`config.mk`:
```
export PLATFORM = sky130hd
export DESIGN_NAME = pfrc_top
export DESIGN_NICKNAME = d
export VERILOG_FILES = /design/src/pfrc_pkg.sv /design/src/pfrc_top.sv
export SDC_FILE = /design/constraint.sdc
export NUM_CORES = 1
export LEC_CHECK = 0
export ABC_AREA = 1
export BUFFER_PORTS_ARGS = -buffer_cell sky130_fd_sc_hd__buf_4
export CORE_MARGIN = 4
export CORE_UTILIZATION = 55
export CTS_CLUSTER_SIZE = 16
export DETAILED_ROUTE_END_ITERATION = 8
export PLACE_DENSITY = 0.9
export SYNTH_ARGS = -nofsm -noshare
export SYNTH_HDL_FRONTEND = slang
export SYNTH_SLANG_ARGS = --single-unit
```
`constraint.sdc`:
```
create_clock -name aclk -period 5.4 [get_ports aclk]
set_clock_uncertainty 0.15 [all_clocks]
set_input_delay 1.08 -clock aclk [delete_from_list [all_inputs] [get_ports aclk]]
set_output_delay 1.08 -clock aclk [all_outputs]
set_load 0.01 [all_outputs]
```
`src/pfrc_pkg.sv`:
```
// Constants and carriers for the power-fail resume control block.
// Assumes a 250 MHz aclk and AXI4-Lite register access.
package pfrc_pkg;
	localparam int unsigned CLK_HZ = 250_000_000;
	localparam int unsigned TIMEOUT_MS [8] = '{500, 1000, 2000, 3000, 6000, 10000, 15000, 20000};
	localparam int unsigned GUARD_MS = 1000;
	localparam int unsigned CYC_PER_MS = CLK_HZ / 1000;
	localparam int unsigned BUTTON_PULSE_NS = 100;
	localparam int unsigned BUTTON_PULSE_CYC = (BUTTON_PULSE_NS * (CLK_HZ / 1_000_000) + 999) / 1000;
	// Byte addresses (index times four)
	localparam int unsigned PWON_IDX = 9;
	localparam logic [7:0] PWON_ADDR = 8'(PWON_IDX * 4);
	localparam logic [7:0] IRQ_STS_ADDR = 8'h40;
	localparam logic [7:0] IRQ_MASK_ADDR = 8'h44;
	localparam logic [7:0] MISC_ADDR = 8'h48;
	// Field positions of power_on_control
	localparam int unsigned WAKE_BIT = 7;
	localparam int unsigned LAST_BIT = 6;
	localparam int unsigned MODE_LSB = 4;
	localparam int unsigned LEGACY_BIT = 3;
	localparam int unsigned TOUT_LSB = 0;
	localparam logic [7:0] PWON_RESET = 8'h87;
	localparam logic [2:0] TOUT_RESET = 3'h7;
	// Misc control bits
	localparam int unsigned EXT_SEL_BIT = 0;
	localparam int unsigned BTN_MODE_BIT = 1;
	localparam int unsigned TOUT_FLAG_BIT = 4;
	// Interrupt status bits
	localparam int unsigned IRQ_TOUT = 0;
	localparam int unsigned IRQ_RESUMED = 1;
	localparam int unsigned IRQ_BTN_OFF = 2;
	localparam logic [1:0] RESP_OKAY = 2'h0;
	localparam logic [1:0] RESP_SLVERR = 2'h2;
	typedef enum logic [1:0] {
		PFRC_MODE_S3ONLY,
		PFRC_MODE_ALARM,
		PFRC_MODE_RESTORE,
		PFRC_MODE_ONORALARM
	} pfrc_mode_t;
	typedef struct packed {
		logic sleep_s3_in;
		logic sleep_s5_in;
		logic [2:0] sleep_type_field;
		logic sleep_type_wr;
		logic override_in;
		logic main_supply_good;
	} pfrc_sys_t;
endpackage : pfrc_pkg

```
`src/pfrc_top.sv`:
```
// Power-fail resume, button and supply-timeout control with AXI4-Lite registers.
// Assumes inputs synchronous to aclk; standby power-up shown by standby_por_pulse.
//
// Our own choice: the AXI4-Lite register port.
`timescale 1ns/1ns
// Overview of operation
// RQ1: Control register resets to 87h
// RQ2: Wake flag set at standby power-up, W1C
// RQ3: Stored supply-on state is read-only
// RQ4: Mode 00 resumes on external S3 only
// RQ5: Mode 01 adds RTC alarm resume
// RQ6: Mode 10 restores, 11 restores or alarm
// RQ7: Button pulse only when output mode 0
// RQ8: ACPI mode: off by sleep or override
// RQ9: Legacy mode: button press turns supply off
// RQ10: Legacy bit cleared by main reset too
// RQ11: Timeout field selects 0.5 to 20 s
// RQ12: Supply dropped if main stays off
// RQ13: Buttons ignored one second after timeout
// RQ14: Timeout sets W1C flag in misc register
// RQ15: Resume decided once at standby return
module pfrc_top #(
	parameter int unsigned MS_CYC = pfrc_pkg::CYC_PER_MS
) (
	// Clock and reset
	input wire logic aclk,
	input wire logic aresetn,
	// Power domain events
	input wire logic standby_por_pulse,
	input wire logic main_por_pulse,
	input wire logic last_on_at_outage,
	input wire logic rtc_alarm_in_outage,
	// System inputs
	input wire pfrc_pkg::pfrc_sys_t sys_in,
	input wire logic button_press_in,
	// Power outputs
	output logic supply_on_out_n,
	output logic button_pulse_out,
	output logic irq,
	// AXI4-Lite slave
	input wire logic [7:0] s_axi_awaddr,
	input wire logic s_axi_awvalid,
	output logic s_axi_awready,
	input wire logic [31:0] s_axi_wdata,
	input wire logic [3:0] s_axi_wstrb,
	input wire logic s_axi_wvalid,
	output logic s_axi_wready,
	output logic [1:0] s_axi_bresp,
	output logic s_axi_bvalid,
	input wire logic s_axi_bready,
	input wire logic [7:0] s_axi_araddr,
	input wire logic s_axi_arvalid,
	output logic s_axi_arready,
	output logic [31:0] s_axi_rdata,
	output logic [1:0] s_axi_rresp,
	output logic s_axi_rvalid,
	input wire logic s_axi_rready
);
	typedef enum logic [1:0] {
		PFRC_OFF,
		PFRC_WAIT_GOOD,
		PFRC_ON,
		PFRC_GUARD
	} pfrc_state_t;

	logic woke_from_total_outage_q;
	logic stored_supply_on_state_q;
	logic [1:0] outage_resume_select_q;
	logic legacy_button_select_q;
	logic [2:0] supply_fail_timeout_sel_q;
	logic external_sleep_select_q;
	logic button_output_mode_q;
	logic supply_fail_timeout_flag_q;
	logic [2:0] irq_sts_q;
	logic [2:0] irq_mask_q;
	logic resume_pending_q;
	logic alarm_seen_q;
	pfrc_state_t state_q;
	// Prescaler wide enough for one millisecond at full clock rate
	logic [17:0] ms_sub_q;
	logic [14:0] ms_cnt_q;
	// Stretches the button pulse to its full length
	logic [4:0] pulse_cnt_q;
	logic btn_prev_q;

	logic aw_held_q, w_held_q;
	logic [7:0] awaddr_q;
	logic [31:0] wdata_q;
	logic [3:0] wstrb_q;
	logic wr_fire, rd_fire, wr_hit_pwon, wr_hit_misc, wr_hit_sts, wr_hit_mask;
	logic [7:0] pwon_rd;
	logic resume_on, off_req, btn_edge, ms_tick, tout_expire, guard_done, want_pulse;
	logic [2:0] irq_events;
	logic [14:0] tout_ms;

	// Write channel: address and data taken in either order
	assign s_axi_awready = !aw_held_q && !s_axi_bvalid;
	assign s_axi_wready = !w_held_q && !s_axi_bvalid;
	assign wr_fire = (aw_held_q || s_axi_awvalid) && (w_held_q || s_axi_wvalid) && !s_axi_bvalid;
	logic [7:0] wa;
	logic [31:0] wd;
	logic [3:0] ws;
	assign wa = aw_held_q ? awaddr_q : s_axi_awaddr;
	assign wd = w_held_q ? wdata_q : s_axi_wdata;
	assign ws = w_held_q ? wstrb_q : s_axi_wstrb;
	assign wr_hit_pwon = wr_fire && ws[0] && (wa == pfrc_pkg::PWON_ADDR);
	assign wr_hit_misc = wr_fire && ws[0] && (wa == pfrc_pkg::MISC_ADDR);
	assign wr_hit_sts = wr_fire && ws[0] && (wa == pfrc_pkg::IRQ_STS_ADDR);
	assign wr_hit_mask = wr_fire && ws[0] && (wa == pfrc_pkg::IRQ_MASK_ADDR);

	always_ff @(posedge aclk) begin
		if (!aresetn || wr_fire) begin
			aw_held_q <= 1'b0;
			w_held_q <= 1'b0;
			awaddr_q <= 8'h00;
			wdata_q <= 32'h0000_0000;
			wstrb_q <= 4'h0;
		end else begin
			if (s_axi_awvalid && s_axi_awready) begin
				aw_held_q <= 1'b1;
				awaddr_q <= s_axi_awaddr;
			end
			if (s_axi_wvalid && s_axi_wready) begin
				w_held_q <= 1'b1;
				wdata_q <= s_axi_wdata;
				wstrb_q <= s_axi_wstrb;
			end
		end
	end

	always_ff @(posedge aclk) begin
		if (!aresetn) begin
			s_axi_bvalid <= 1'b0;
			s_axi_bresp <= pfrc_pkg::RESP_OKAY;
		end else if (wr_fire) begin
			s_axi_bvalid <= 1'b1;
			if (wa == pfrc_pkg::PWON_ADDR || wa == pfrc_pkg::MISC_ADDR || wa == pfrc_pkg::IRQ_STS_ADDR
				|| wa == pfrc_pkg::IRQ_MASK_ADDR) begin
				s_axi_bresp <= pfrc_pkg::RESP_OKAY;
			end else begin
				s_axi_bresp <= pfrc_pkg::RESP_SLVERR;
			end
		end else if (s_axi_bready) begin
			s_axi_bvalid <= 1'b0;
		end
	end

	// Read channel
	assign s_axi_arready = !s_axi_rvalid;
	assign rd_fire = s_axi_arvalid && s_axi_arready;
	assign pwon_rd = {woke_from_total_outage_q, stored_supply_on_state_q, outage_resume_select_q,
		legacy_button_select_q, supply_fail_timeout_sel_q};

	always_ff @(posedge aclk) begin
		if (!aresetn) begin
			s_axi_rvalid <= 1'b0;
			s_axi_rdata <= 32'h0000_0000;
			s_axi_rresp <= pfrc_pkg::RESP_OKAY;
		end else if (rd_fire) begin
			s_axi_rvalid <= 1'b1;
			s_axi_rresp <= pfrc_pkg::RESP_OKAY;
			s_axi_rdata <= 32'h0000_0000;
			if (s_axi_araddr == pfrc_pkg::PWON_ADDR) begin
				s_axi_rdata[7:0] <= pwon_rd;
			end else if (s_axi_araddr == pfrc_pkg::MISC_ADDR) begin
				s_axi_rdata[pfrc_pkg::EXT_SEL_BIT] <= external_sleep_select_q;
				s_axi_rdata[pfrc_pkg::BTN_MODE_BIT] <= button_output_mode_q;
				s_axi_rdata[pfrc_pkg::TOUT_FLAG_BIT] <= supply_fail_timeout_flag_q;
			end else if (s_axi_araddr == pfrc_pkg::IRQ_STS_ADDR) begin
				s_axi_rdata[2:0] <= irq_sts_q;
			end else if (s_axi_araddr == pfrc_pkg::IRQ_MASK_ADDR) begin
				s_axi_rdata[2:0] <= irq_mask_q;
			end else begin
				s_axi_rresp <= pfrc_pkg::RESP_SLVERR;
			end
		end else if (s_axi_rready) begin
			s_axi_rvalid <= 1'b0;
		end
	end

	// Standby-well fields of power_on_control
	always_ff @(posedge aclk) begin
		if (!aresetn) begin
			woke_from_total_outage_q <= pfrc_pkg::PWON_RESET[pfrc_pkg::WAKE_BIT]; // [RQ1]
			outage_resume_select_q <= pfrc_pkg::PWON_RESET[pfrc_pkg::MODE_LSB +: 2];
			supply_fail_timeout_sel_q <= pfrc_pkg::TOUT_RESET; // [RQ11]
		end else begin
			if (standby_por_pulse) begin
				woke_from_total_outage_q <= 1'b1; // [RQ2]
			end else if (wr_hit_pwon && wd[pfrc_pkg::WAKE_BIT]) begin
				woke_from_total_outage_q <= 1'b0; // [RQ2]
			end
			if (wr_hit_pwon) begin
				outage_resume_select_q <= wd[pfrc_pkg::MODE_LSB +: 2];
				supply_fail_timeout_sel_q <= wd[pfrc_pkg::TOUT_LSB +: 3];
			end
		end
	end

	// Outage snapshot, read-only to software
	always_ff @(posedge aclk) begin
		if (!aresetn) begin
			stored_supply_on_state_q <= pfrc_pkg::PWON_RESET[pfrc_pkg::LAST_BIT]; // [RQ3]
			alarm_seen_q <= 1'b0;
			resume_pending_q <= 1'b0;
		end else if (standby_por_pulse) begin
			stored_supply_on_state_q <= last_on_at_outage; // [RQ3]
			alarm_seen_q <= rtc_alarm_in_outage;
			resume_pending_q <= 1'b1; // [RQ15]
		end else begin
			resume_pending_q <= 1'b0;
		end
	end

	// Main-well legacy button bit
	always_ff @(posedge aclk) begin
		if (!aresetn || main_por_pulse) begin
			legacy_button_select_q <= 1'b0; // [RQ10]
		end else if (wr_hit_pwon) begin
			legacy_button_select_q <= wd[pfrc_pkg::LEGACY_BIT];
		end
	end

	// Misc control and timeout flag
	always_ff @(posedge aclk) begin
		if (!aresetn) begin
			external_sleep_select_q <= 1'b0;
			button_output_mode_q <= 1'b0;
			supply_fail_timeout_flag_q <= 1'b0;
		end else begin
			if (wr_hit_misc) begin
				external_sleep_select_q <= wd[pfrc_pkg::EXT_SEL_BIT];
				button_output_mode_q <= wd[pfrc_pkg::BTN_MODE_BIT];
			end
			if (tout_expire) begin
				supply_fail_timeout_flag_q <= 1'b1; // [RQ14]
			end else if (wr_hit_misc && wd[pfrc_pkg::TOUT_FLAG_BIT]) begin
				supply_fail_timeout_flag_q <= 1'b0; // [RQ14]
			end
		end
	end

	// Resume decision table
	// Sleep pin read live, in the cycle after the power-up pulse
	always_comb begin
		case (pfrc_pkg::pfrc_mode_t'(outage_resume_select_q))
			pfrc_pkg::PFRC_MODE_S3ONLY: resume_on = external_sleep_select_q && sys_in.sleep_s3_in; // [RQ4]
			pfrc_pkg::PFRC_MODE_ALARM: resume_on = alarm_seen_q
				|| (external_sleep_select_q && sys_in.sleep_s3_in); // [RQ5]
			pfrc_pkg::PFRC_MODE_RESTORE: resume_on = stored_supply_on_state_q; // [RQ6]
			default: resume_on = stored_supply_on_state_q || alarm_seen_q; // [RQ6]
		endcase
	end

	assign btn_edge = button_press_in && !btn_prev_q;
	assign off_req = legacy_button_select_q ? btn_edge // [RQ9]
		: ((sys_in.sleep_type_wr && sys_in.sleep_type_field != 3'h0) || sys_in.sleep_s3_in
		|| sys_in.sleep_s5_in || sys_in.override_in); // [RQ8]
	assign tout_ms = 15'(pfrc_pkg::TIMEOUT_MS[supply_fail_timeout_sel_q]); // [RQ11]
	assign ms_tick = (ms_sub_q == 18'(MS_CYC - 1));
	assign tout_expire = (state_q == PFRC_WAIT_GOOD) && ms_tick && (ms_cnt_q == tout_ms - 15'h0001)
		&& !sys_in.main_supply_good; // [RQ12]
	assign guard_done = (state_q == PFRC_GUARD) && ms_tick
		&& (ms_cnt_q == 15'(pfrc_pkg::GUARD_MS - 1)); // [RQ13]
	assign want_pulse = resume_pending_q && resume_on && !button_output_mode_q; // [RQ7]

	// Supply sequencing
	always_ff @(posedge aclk) begin
		if (!aresetn) begin
			state_q <= PFRC_OFF;
			ms_sub_q <= 18'h0_0000;
			ms_cnt_q <= 15'h0000;
			btn_prev_q <= 1'b0;
		end else begin
			btn_prev_q <= button_press_in;
			ms_sub_q <= (ms_tick || state_q == PFRC_OFF || state_q == PFRC_ON) ? 18'h0_0000
				: ms_sub_q + 18'h0_0001;
			if (ms_tick) begin
				ms_cnt_q <= ms_cnt_q + 15'h0001;
			end
			case (state_q)
				PFRC_OFF: begin
					ms_cnt_q <= 15'h0000;
					if (resume_pending_q ? resume_on : btn_edge) begin
						state_q <= PFRC_WAIT_GOOD;
					end
				end
				PFRC_WAIT_GOOD: begin
					if (sys_in.main_supply_good) begin
						state_q <= PFRC_ON;
					end else if (tout_expire) begin
						state_q <= PFRC_GUARD; // [RQ12]
						ms_cnt_q <= 15'h0000;
					end
				end
				PFRC_ON: begin
					ms_cnt_q <= 15'h0000;
					if (off_req) begin
						state_q <= PFRC_OFF;
					end
				end
				default: begin
					if (guard_done) begin
						state_q <= PFRC_OFF; // [RQ13]
					end
				end
			endcase
		end
	end

	// Supply enable follows state; button pulse lasts the full pulse count
	always_ff @(posedge aclk) begin
		if (!aresetn) begin
			supply_on_out_n <= 1'b1;
			pulse_cnt_q <= 5'h00;
			button_pulse_out <= 1'b0;
		end else begin
			supply_on_out_n <= !(state_q == PFRC_WAIT_GOOD || state_q == PFRC_ON);
			if (want_pulse) begin
				pulse_cnt_q <= 5'(pfrc_pkg::BUTTON_PULSE_CYC); // [RQ7]
			end else if (pulse_cnt_q != 5'h00) begin
				pulse_cnt_q <= pulse_cnt_q - 5'h01;
			end
			button_pulse_out <= want_pulse || (pulse_cnt_q > 5'h01);
		end
	end

	// Interrupts: sticky status, W1C, set wins
	// Bits: dropped while on, resumed, timed out
	assign irq_events = {(state_q == PFRC_ON) && off_req, resume_pending_q && resume_on, tout_expire};
	always_ff @(posedge aclk) begin
		if (!aresetn) begin
			irq_sts_q <= 3'h0;
			irq_mask_q <= 3'h0;
			irq <= 1'b0;
		end else begin
			irq_sts_q <= irq_events | (irq_sts_q & ~(wr_hit_sts ? wd[2:0] : 3'h0));
			if (wr_hit_mask) begin
				irq_mask_q <= wd[2:0];
			end
			irq <= |(irq_sts_q & irq_mask_q);
		end
	end
endmodule : pfrc_top

```
# After elaboration in Yosys (flattened, before gate mapping)
# Memories as Yosys holds them, arrays and structs flattened.
# Cells that the tools add are included.
[op_classes]
eq_ne = 19
n_mux = 42
bitwise = 6
reduce_logical = 65
n_lt_le_gt_ge = 2
addsub = 4
[ops]
columns = ["operator", "count"]
rows = [
  ["$mux W15", 5],
  ["$eq A8 B7 Y1 const B", 6],
  ["$pmux W15 S2", 1],
  ["$logic_and A1 B1 Y1", 25],
  ["$mux W2", 11],
  ["$add A18 B1 Y18 const B", 1],
  ["$eq A18 B18 Y1 const B", 1],
  ["$eq A8 B6 Y1 const B", 2],
  ["$logic_or A1 B1 Y1", 16],
  ["$mux W8", 2],
  ["$add A15 B1 Y15 const B", 1],
  ["$eq A15 B10 Y1 const B", 1],
  ["$eq A15 B15 Y1", 1],
  ["$mux W3", 5],
  ["$sub A15 B1 Y15 const B", 1],
  ["$mux W1", 14],
  ["$mux W5", 2],
  ["$logic_not A1 Y1", 9],
  ["$reduce_bool A2 Y1", 4],
  ["$reduce_or A2 Y1", 4],
  ["$and A3 B3 Y3", 2],
  ["$eq A2 B2 Y1 const B", 3],
  ["$pmux W2 S3", 1],
  ["$gt A5 B1 Y1 const B", 1],
  ["other kinds (17)", 19],
]
[totals]
inputBits = 72
register_bits = 96
out_inout_bits = 44
mem_bits_ro = 256
mem_count = 1
[memory_table]
columns = ["name", "words", "word_bits", "rd", "rd_clocked_by_memory_dff", "write_ports", "line_no", "rtl"]
rows = [
  ["(no name shown)", 8, 32, 1, 0, 0, "pfrc_top.sv:259", "assign tout_ms = 15'(pfrc_pkg::TIMEOUT_MS[supply_fail_timeout_sel_q]);"],
]

# Longest topological paths before layout
[depth]
ltp_word = 11
ltp_mapped = 18

# Worst setup path after synthesis
# No wires, ideal clock.
[synth_path]
path_type = "input to register"
startpoint = "in s_axi_awvalid"
endpoint = "reg outage_resume_select_q[0]"
path_buffers = 1
required_time_ps = 5131
setup_slack_ps = 2885
setup_time_ps = 119
stages = 10
t_arrival_ps = 2246
path_cell_list = "buf_2 nor2_1 nor3_2 inv_1 nor2_4 inv_1 nor2_4 inv_2 o21ai_0 a21oi_1"
[synth_via]
elab_chain_len = 5
[synth_lines]
columns = ["item", "line_no", "rtl"]
rows = [
  ["from (decl)", "pfrc_top.sv:42", "input wire logic s_axi_awvalid,"],
  ["$logic_or A1 B1 Y1", "pfrc_top.sv:99", "assign wr_fire = (aw_held_q || s_axi_awvalid) && (w_held_q || s_axi_wvalid) && !s_axi_bvalid;"],
  ["$logic_and A1 B1 Y1 (2 in series)", "pfrc_top.sv:99", ""],
  ["$logic_and A1 B1 Y1 (2 in series)", "pfrc_top.sv:106", "assign wr_hit_pwon = wr_fire && ws[0] && (wa == pfrc_pkg::PWON_ADDR);"],
  ["to (signal assigned)", "pfrc_top.sv:185", "outage_resume_select_q <= pfrc_pkg::PWON_RESET[pfrc_pkg::MODE_LSB +: 2];"],
  ["to (signal assigned)", "pfrc_top.sv:194", "outage_resume_select_q <= wd[pfrc_pkg::MODE_LSB +: 2];"],
  ["to (decl)", "pfrc_top.sv:68", "logic [1:0] outage_resume_select_q;"],
]
# Every way passes these cells.
# A chain may end at the register's enable or synchronous reset.

# Final worst setup path
[layout_path]
startpoint = "reg supply_fail_timeout_sel_q[0]"
endpoint = "reg ms_cnt_q[10]"
[layout_via]
elab_chain_len = 11
[layout_lines]
columns = ["item", "line_no", "rtl"]
rows = [
  ["from (decl)", "pfrc_top.sv:70", "logic [2:0] supply_fail_timeout_sel_q;"],
  ["from (signal assigned)", "pfrc_top.sv:186", "supply_fail_timeout_sel_q <= pfrc_pkg::TOUT_RESET;"],
  ["from (signal assigned)", "pfrc_top.sv:195", "supply_fail_timeout_sel_q <= wd[pfrc_pkg::TOUT_LSB +: 3];"],
  ["$not A3 Y4 (implied by the code)", "pfrc_top.sv:259", ""],
  ["$mem_v2 Z8 W32", "-", ""],
  ["$mux W15 (implied by the code) (2 in series)", "pfrc_top.sv:259", ""],
  ["$sub A15 B1 Y15", "pfrc_top.sv:261", "assign tout_expire = (state_q == PFRC_WAIT_GOOD) && ms_tick && (ms_cnt_q == tout_ms - 15'h0001)"],
  ["$eq A15 B15 Y1", "pfrc_top.sv:261", ""],
  ["$logic_and A1 B1 Y1", "pfrc_top.sv:261", ""],
  ["$logic_and A1 B1 Y1", "pfrc_top.sv:262", "&& !sys_in.main_supply_good;"],
  ["$mux W15", "pfrc_top.sv:291", "end else if (tout_expire) begin"],
  ["$mux W15", "pfrc_top.sv:289", "if (sys_in.main_supply_good) begin"],
  ["$pmux W15 S2", "pfrc_top.sv:281", "case (state_q)"],
  ["to (signal assigned)", "pfrc_top.sv:279", "ms_cnt_q <= ms_cnt_q + 15'h0001;"],
  ["to (decl)", "pfrc_top.sv:81", "logic [14:0] ms_cnt_q;"],
]
# Every way passes these cells. The select of a mux whose other input is x is not followed.

==> impl.org <==
** Run status
- The run finished with clean final reports.

** Critical path
- Along the worst path, the maximum fanout reaches 15.
- WP data required :: 5550 ps
- STA classifies the critical path startpoint as a flip-flop.
- Worst endpoint data arrival time :: 3000 ps
- The worst setup path is of the flip-flop to flip-flop kind.
- Worst Setup End Kind :: flip-flop

** Floorplan
- The die covers 11300 um^2.
- Cell Rows :: 35
- Die boundary height :: 106 um
- Die outline width :: 106 um
- Core region area :: 9330 um^2
- Number of primary I/O pins :: 116
- Effective utilization at floorplan :: 57.0%

** STA
- For the finished layout, the period the worst path requires is 2850 ps.
- Smallest hold slack :: 308 ps
- Setup violations remaining at the end of the flow were counted as 0.
- The final max-slew violation count is 0.
- Post-route setup TNS :: 0 ps
- For the pin with the worst max-slew slack, the measured transition is 879 ps.
- Dividing the final minimum period by the clock period gives 52.8%.
- Final hold violation count :: 0
- Setup repair after global routing left no endpoint under its margin.
- The worst pin sits at a relative slew slack of 41.4%.
- Derived from the worst setup path, the maximum achievable clock frequency is 0.351 GHz.

** CTS
- The longest clock path from root to sink contains 2 buffers.
- TritonCTS clock tree :: built
- Once the clock tree was built, the resizer swapped 0 gates to a different size.
- Clock latency on the worst-skew pair, taken at its later pin, is 370 ps.
- Number of hold-repair buffers added at the cts stage :: 0
- CTS H-tree lvls :: 3
- Clock tree synthesis found a total of 93 sinks.
- The root buffer cell chosen for the clock tree is sky130_fd_sc_hd__clkbuf_8.
- TritonCTS Buffers :: 9
- After clock tree synthesis, the clock-pin slew on the worst setup and hold paths is 100 ps.
- Buffer count from post-CTS setup fixing :: 0

** Finish
- Leading cell type in the layout, fill and taps excluded :: sky130_fd_sc_hd__nand2_1
- 0 antenna diodes ended up in the layout.
- The final layout contains 912 nets.
- The area growth from synthesis to layout is 11.7%.
- Final Non-Filler Cells :: 957
- The post-route netlist has 14.1% of its cells at a drive strength greater than 1.
- Top library cells by usage in the layout, fill and taps aside :: 191 x sky130_fd_sc_hd__nand2_1, 93 x sky130_fd_sc_hd__dfxtp_1, 84 x sky130_fd_sc_hd__inv_1, 64 x sky130_fd_sc_hd__nand3_1, 64 x sky130_fd_sc_hd__a21oi_1
- Fill cell instance count of the final layout :: 854

** Job
- Number of maximum-capacitance violations :: 0

** Yosys
- In this run, distinct cell masters in the synthesized netlist total 53.
- Yosys reg bits :: 93
- After synthesis, the cell types taking the most area are sky130_fd_sc_hd__dfxtp_1 35%, sky130_fd_sc_hd__nand2_1 13%, sky130_fd_sc_hd__a21oi_1 6.0%, sky130_fd_sc_hd__nand3_1 6.0%, sky130_fd_sc_hd__inv_1 5.9%.
- Of the synthesized area, sequential elements account for 35.0%.
- Number of warnings reported in the yosys synthesis log :: 0
- Number of enable flip-flop cells after synthesis :: 0
- A synthesized cell averages 6.92 um^2.
- The biggest area contributor in the post-synthesis netlist is sky130_fd_sc_hd__dfxtp_1.
- Proportion of netlist area held by the largest area contributor :: 35.0%
- Of all flip-flops after synthesis, the portion carrying an async set or reset was 0%.
- Synthesis produced 769 cells.
- Post-synthesis cell area :: 5320 um^2
- Most used flip-flop cell after synthesis :: sky130_fd_sc_hd__dfxtp_1

** Pwr
- Leakage component of the power :: 2.51 nW
- Worst IR Drop VDD :: 0.000154 V
- Total power for the finished layout comes to 0.00162 W.
- Total power density per cell area :: 273 nW/um^2

** Detailed routing
- The detailed router finished its first iteration with 287 violations.
- The highest layer touched by signal routing is met4.
- Post-DRT Antenna Nets :: 0
- Dividing the detail-routed via count by the number of cells gives 5.25.
- After detailed routing, the average wire length per cell comes to 13.0 um.
- Detailed-route via count :: 5027
- Wire length the detailed router placed on met1 :: 5.59 mm
- Wires add up to 12.5 mm.
- DR WL met2 :: 5.89 mm
- Drt drc :: 0
- Number of detailed-route iterations in the first pass :: 6
- Amount of wire on met3 after detailed routing :: 816 um

** Global route
- Entering global routing, the biggest net connects 35 pins.
- The number of antenna violations at the first check in global routing is 0.
- For this run the aggregate overflow at the end of global routing stands at 0.
- Overall routing resource usage :: 21.8%
- The via count of the first global-routing pass is 4571.
- The first global-routing pass estimated 20.5 mm of wire.

** Placement
- After detailed placement, the design holds a cell count of 941.
- Summed over all nets, the half-perimeter wirelength after detailed placement is 9.28 mm.
- Count of input and output buffers :: 61
- At the end of routability-driven placement, the weighted congestion stood at 0.882.

** Min path
- Class of the worst hold path :: flip-flop to flip-flop
## cell families after synthesis
logic type	Yosys count	share of synthesized area, %
compound gates	136	15.0
xor+xnor	16	2.63
fa+ha+maj	17	4.00
buf+inv	130	11.7
flops	93	35.0
mux	1	0.188
other cells	1	0.0705
simple gates	375	31.4
## synthesized netlist by cell type (2+ instances only)
library cell / number
sky130_fd_sc_hd__nor2_4: 3
sky130_fd_sc_hd__inv_2: 3
sky130_fd_sc_hd__or2_2: 10
sky130_fd_sc_hd__clkbuf_1: 9
sky130_fd_sc_hd__nand3_1: 64
sky130_fd_sc_hd__xnor2_1: 3
sky130_fd_sc_hd__buf_4: 26
sky130_fd_sc_hd__xor2_1: 13
sky130_fd_sc_hd__ha_1: 17
sky130_fd_sc_hd__nor3_1: 15
sky130_fd_sc_hd__o211ai_1: 4
sky130_fd_sc_hd__nor3b_1: 2
sky130_fd_sc_hd__a22o_1: 2
sky130_fd_sc_hd__buf_2: 3
sky130_fd_sc_hd__nand4_1: 11
sky130_fd_sc_hd__nor2_1: 51
sky130_fd_sc_hd__o21a_1: 2
sky130_fd_sc_hd__a41oi_1: 2
sky130_fd_sc_hd__o21bai_1: 3
sky130_fd_sc_hd__nor4_1: 8
sky130_fd_sc_hd__o21ai_1: 2
sky130_fd_sc_hd__o31ai_1: 2
sky130_fd_sc_hd__nand2_2: 5
sky130_fd_sc_hd__and3_1: 3
sky130_fd_sc_hd__a31oi_1: 5
sky130_fd_sc_hd__nand2_1: 191
sky130_fd_sc_hd__a21oi_1: 64
sky130_fd_sc_hd__inv_1: 84
sky130_fd_sc_hd__dfxtp_1: 93
sky130_fd_sc_hd__o21ai_0: 31
sky130_fd_sc_hd__buf_6: 2
sky130_fd_sc_hd__nor2_2: 5
sky130_fd_sc_hd__a21oi_2: 10
sky130_fd_sc_hd__or2_1: 2
## worst max-delay path: stages, from the launching register on
cell and delay (ps):
sky130_fd_sc_hd__dfxtp_1 450, sky130_fd_sc_hd__inv_1 220, sky130_fd_sc_hd__ha_1 290, sky130_fd_sc_hd__inv_1 80, sky130_fd_sc_hd__nand2_1 80, sky130_fd_sc_hd__nand2_2 120, sky130_fd_sc_hd__ha_1 240, sky130_fd_sc_hd__or2_2 280
sky130_fd_sc_hd__nand2_1 70, sky130_fd_sc_hd__inv_1 30, sky130_fd_sc_hd__nand3_1 60, sky130_fd_sc_hd__nor2_1 40, sky130_fd_sc_hd__nand3_1 150, sky130_fd_sc_hd__nor2_2 50, sky130_fd_sc_hd__nand2_2 110, sky130_fd_sc_hd__nand2_4 160
sky130_fd_sc_hd__a21oi_1 180
## stage by stage
stage	instance area [um^2]	setup slack [ps]	util, %
global route	5940	2330	63.7
global placement	5740	2640	61.5
CTS	5940	2550	63.7
floorplan	5410	2880	-
finish	5940	2550	63.7
detailed placement	5740	2570	61.5
## sequential cells by signal, summed over array words and instances, names as in the netlist, 3 cells and up
signal / count
awaddr_q: 8
irq_mask_q: 3
irq_sts_q: 3
ms_cnt_q: 15
ms_sub_q: 18
pulse_cnt_q: 5
s_axi_rdata: 8
supply_fail_timeout_sel_q: 3
wdata_q: 7
## final timing paths
| check | endpoint | start | cells after the start | slack, ps |
|---|---|---|---|---|
| setup / recovery | ms_cnt_q[10] | supply_fail_timeout_sel_q[0] | 16 | 2550 |
| hold / removal | ms_sub_q[0] | ms_sub_q[0] | 1 | 310 |
| setup reg to reg | ms_cnt_q[10] | supply_fail_timeout_sel_q[0] | 16 | 2550 |
| hold reg to reg | ms_sub_q[0] | ms_sub_q[0] | 1 | 310 |
## final cells by class
class / count / area [um^2] / share of cell area [%]
repair buffers: 61 / 458 / 7.71
flip-flops and latches: 93 / 1860 / 31.3
inverters: 87 / 327 / 5.49
clock inverters: 7 / 81.3 / 1.37
clock buffers: 9 / 124 / 2.08
multi-input cells: 571 / 2930 / 49.3
well taps: 129 / 161 / 2.72
## per-layer routing
layer | global-route usage [%] | vias to the layer above
met4 | 6.75 | 0
met1 | 28.7 | 2263
met5 | 0 | -
li1 | - | 2578
met3 | 4.07 | 20
met2 | 36.3 | 166
## report_power, final
part           internal (W)  total (W)  switching [W]
clock network      0.000220   0.000495       0.000274
registers          0.000735   0.000774      0.0000395
logic              0.000139   0.000353       0.000214
total               0.00109    0.00162       0.000528
(Power assumes the default switching activity.)
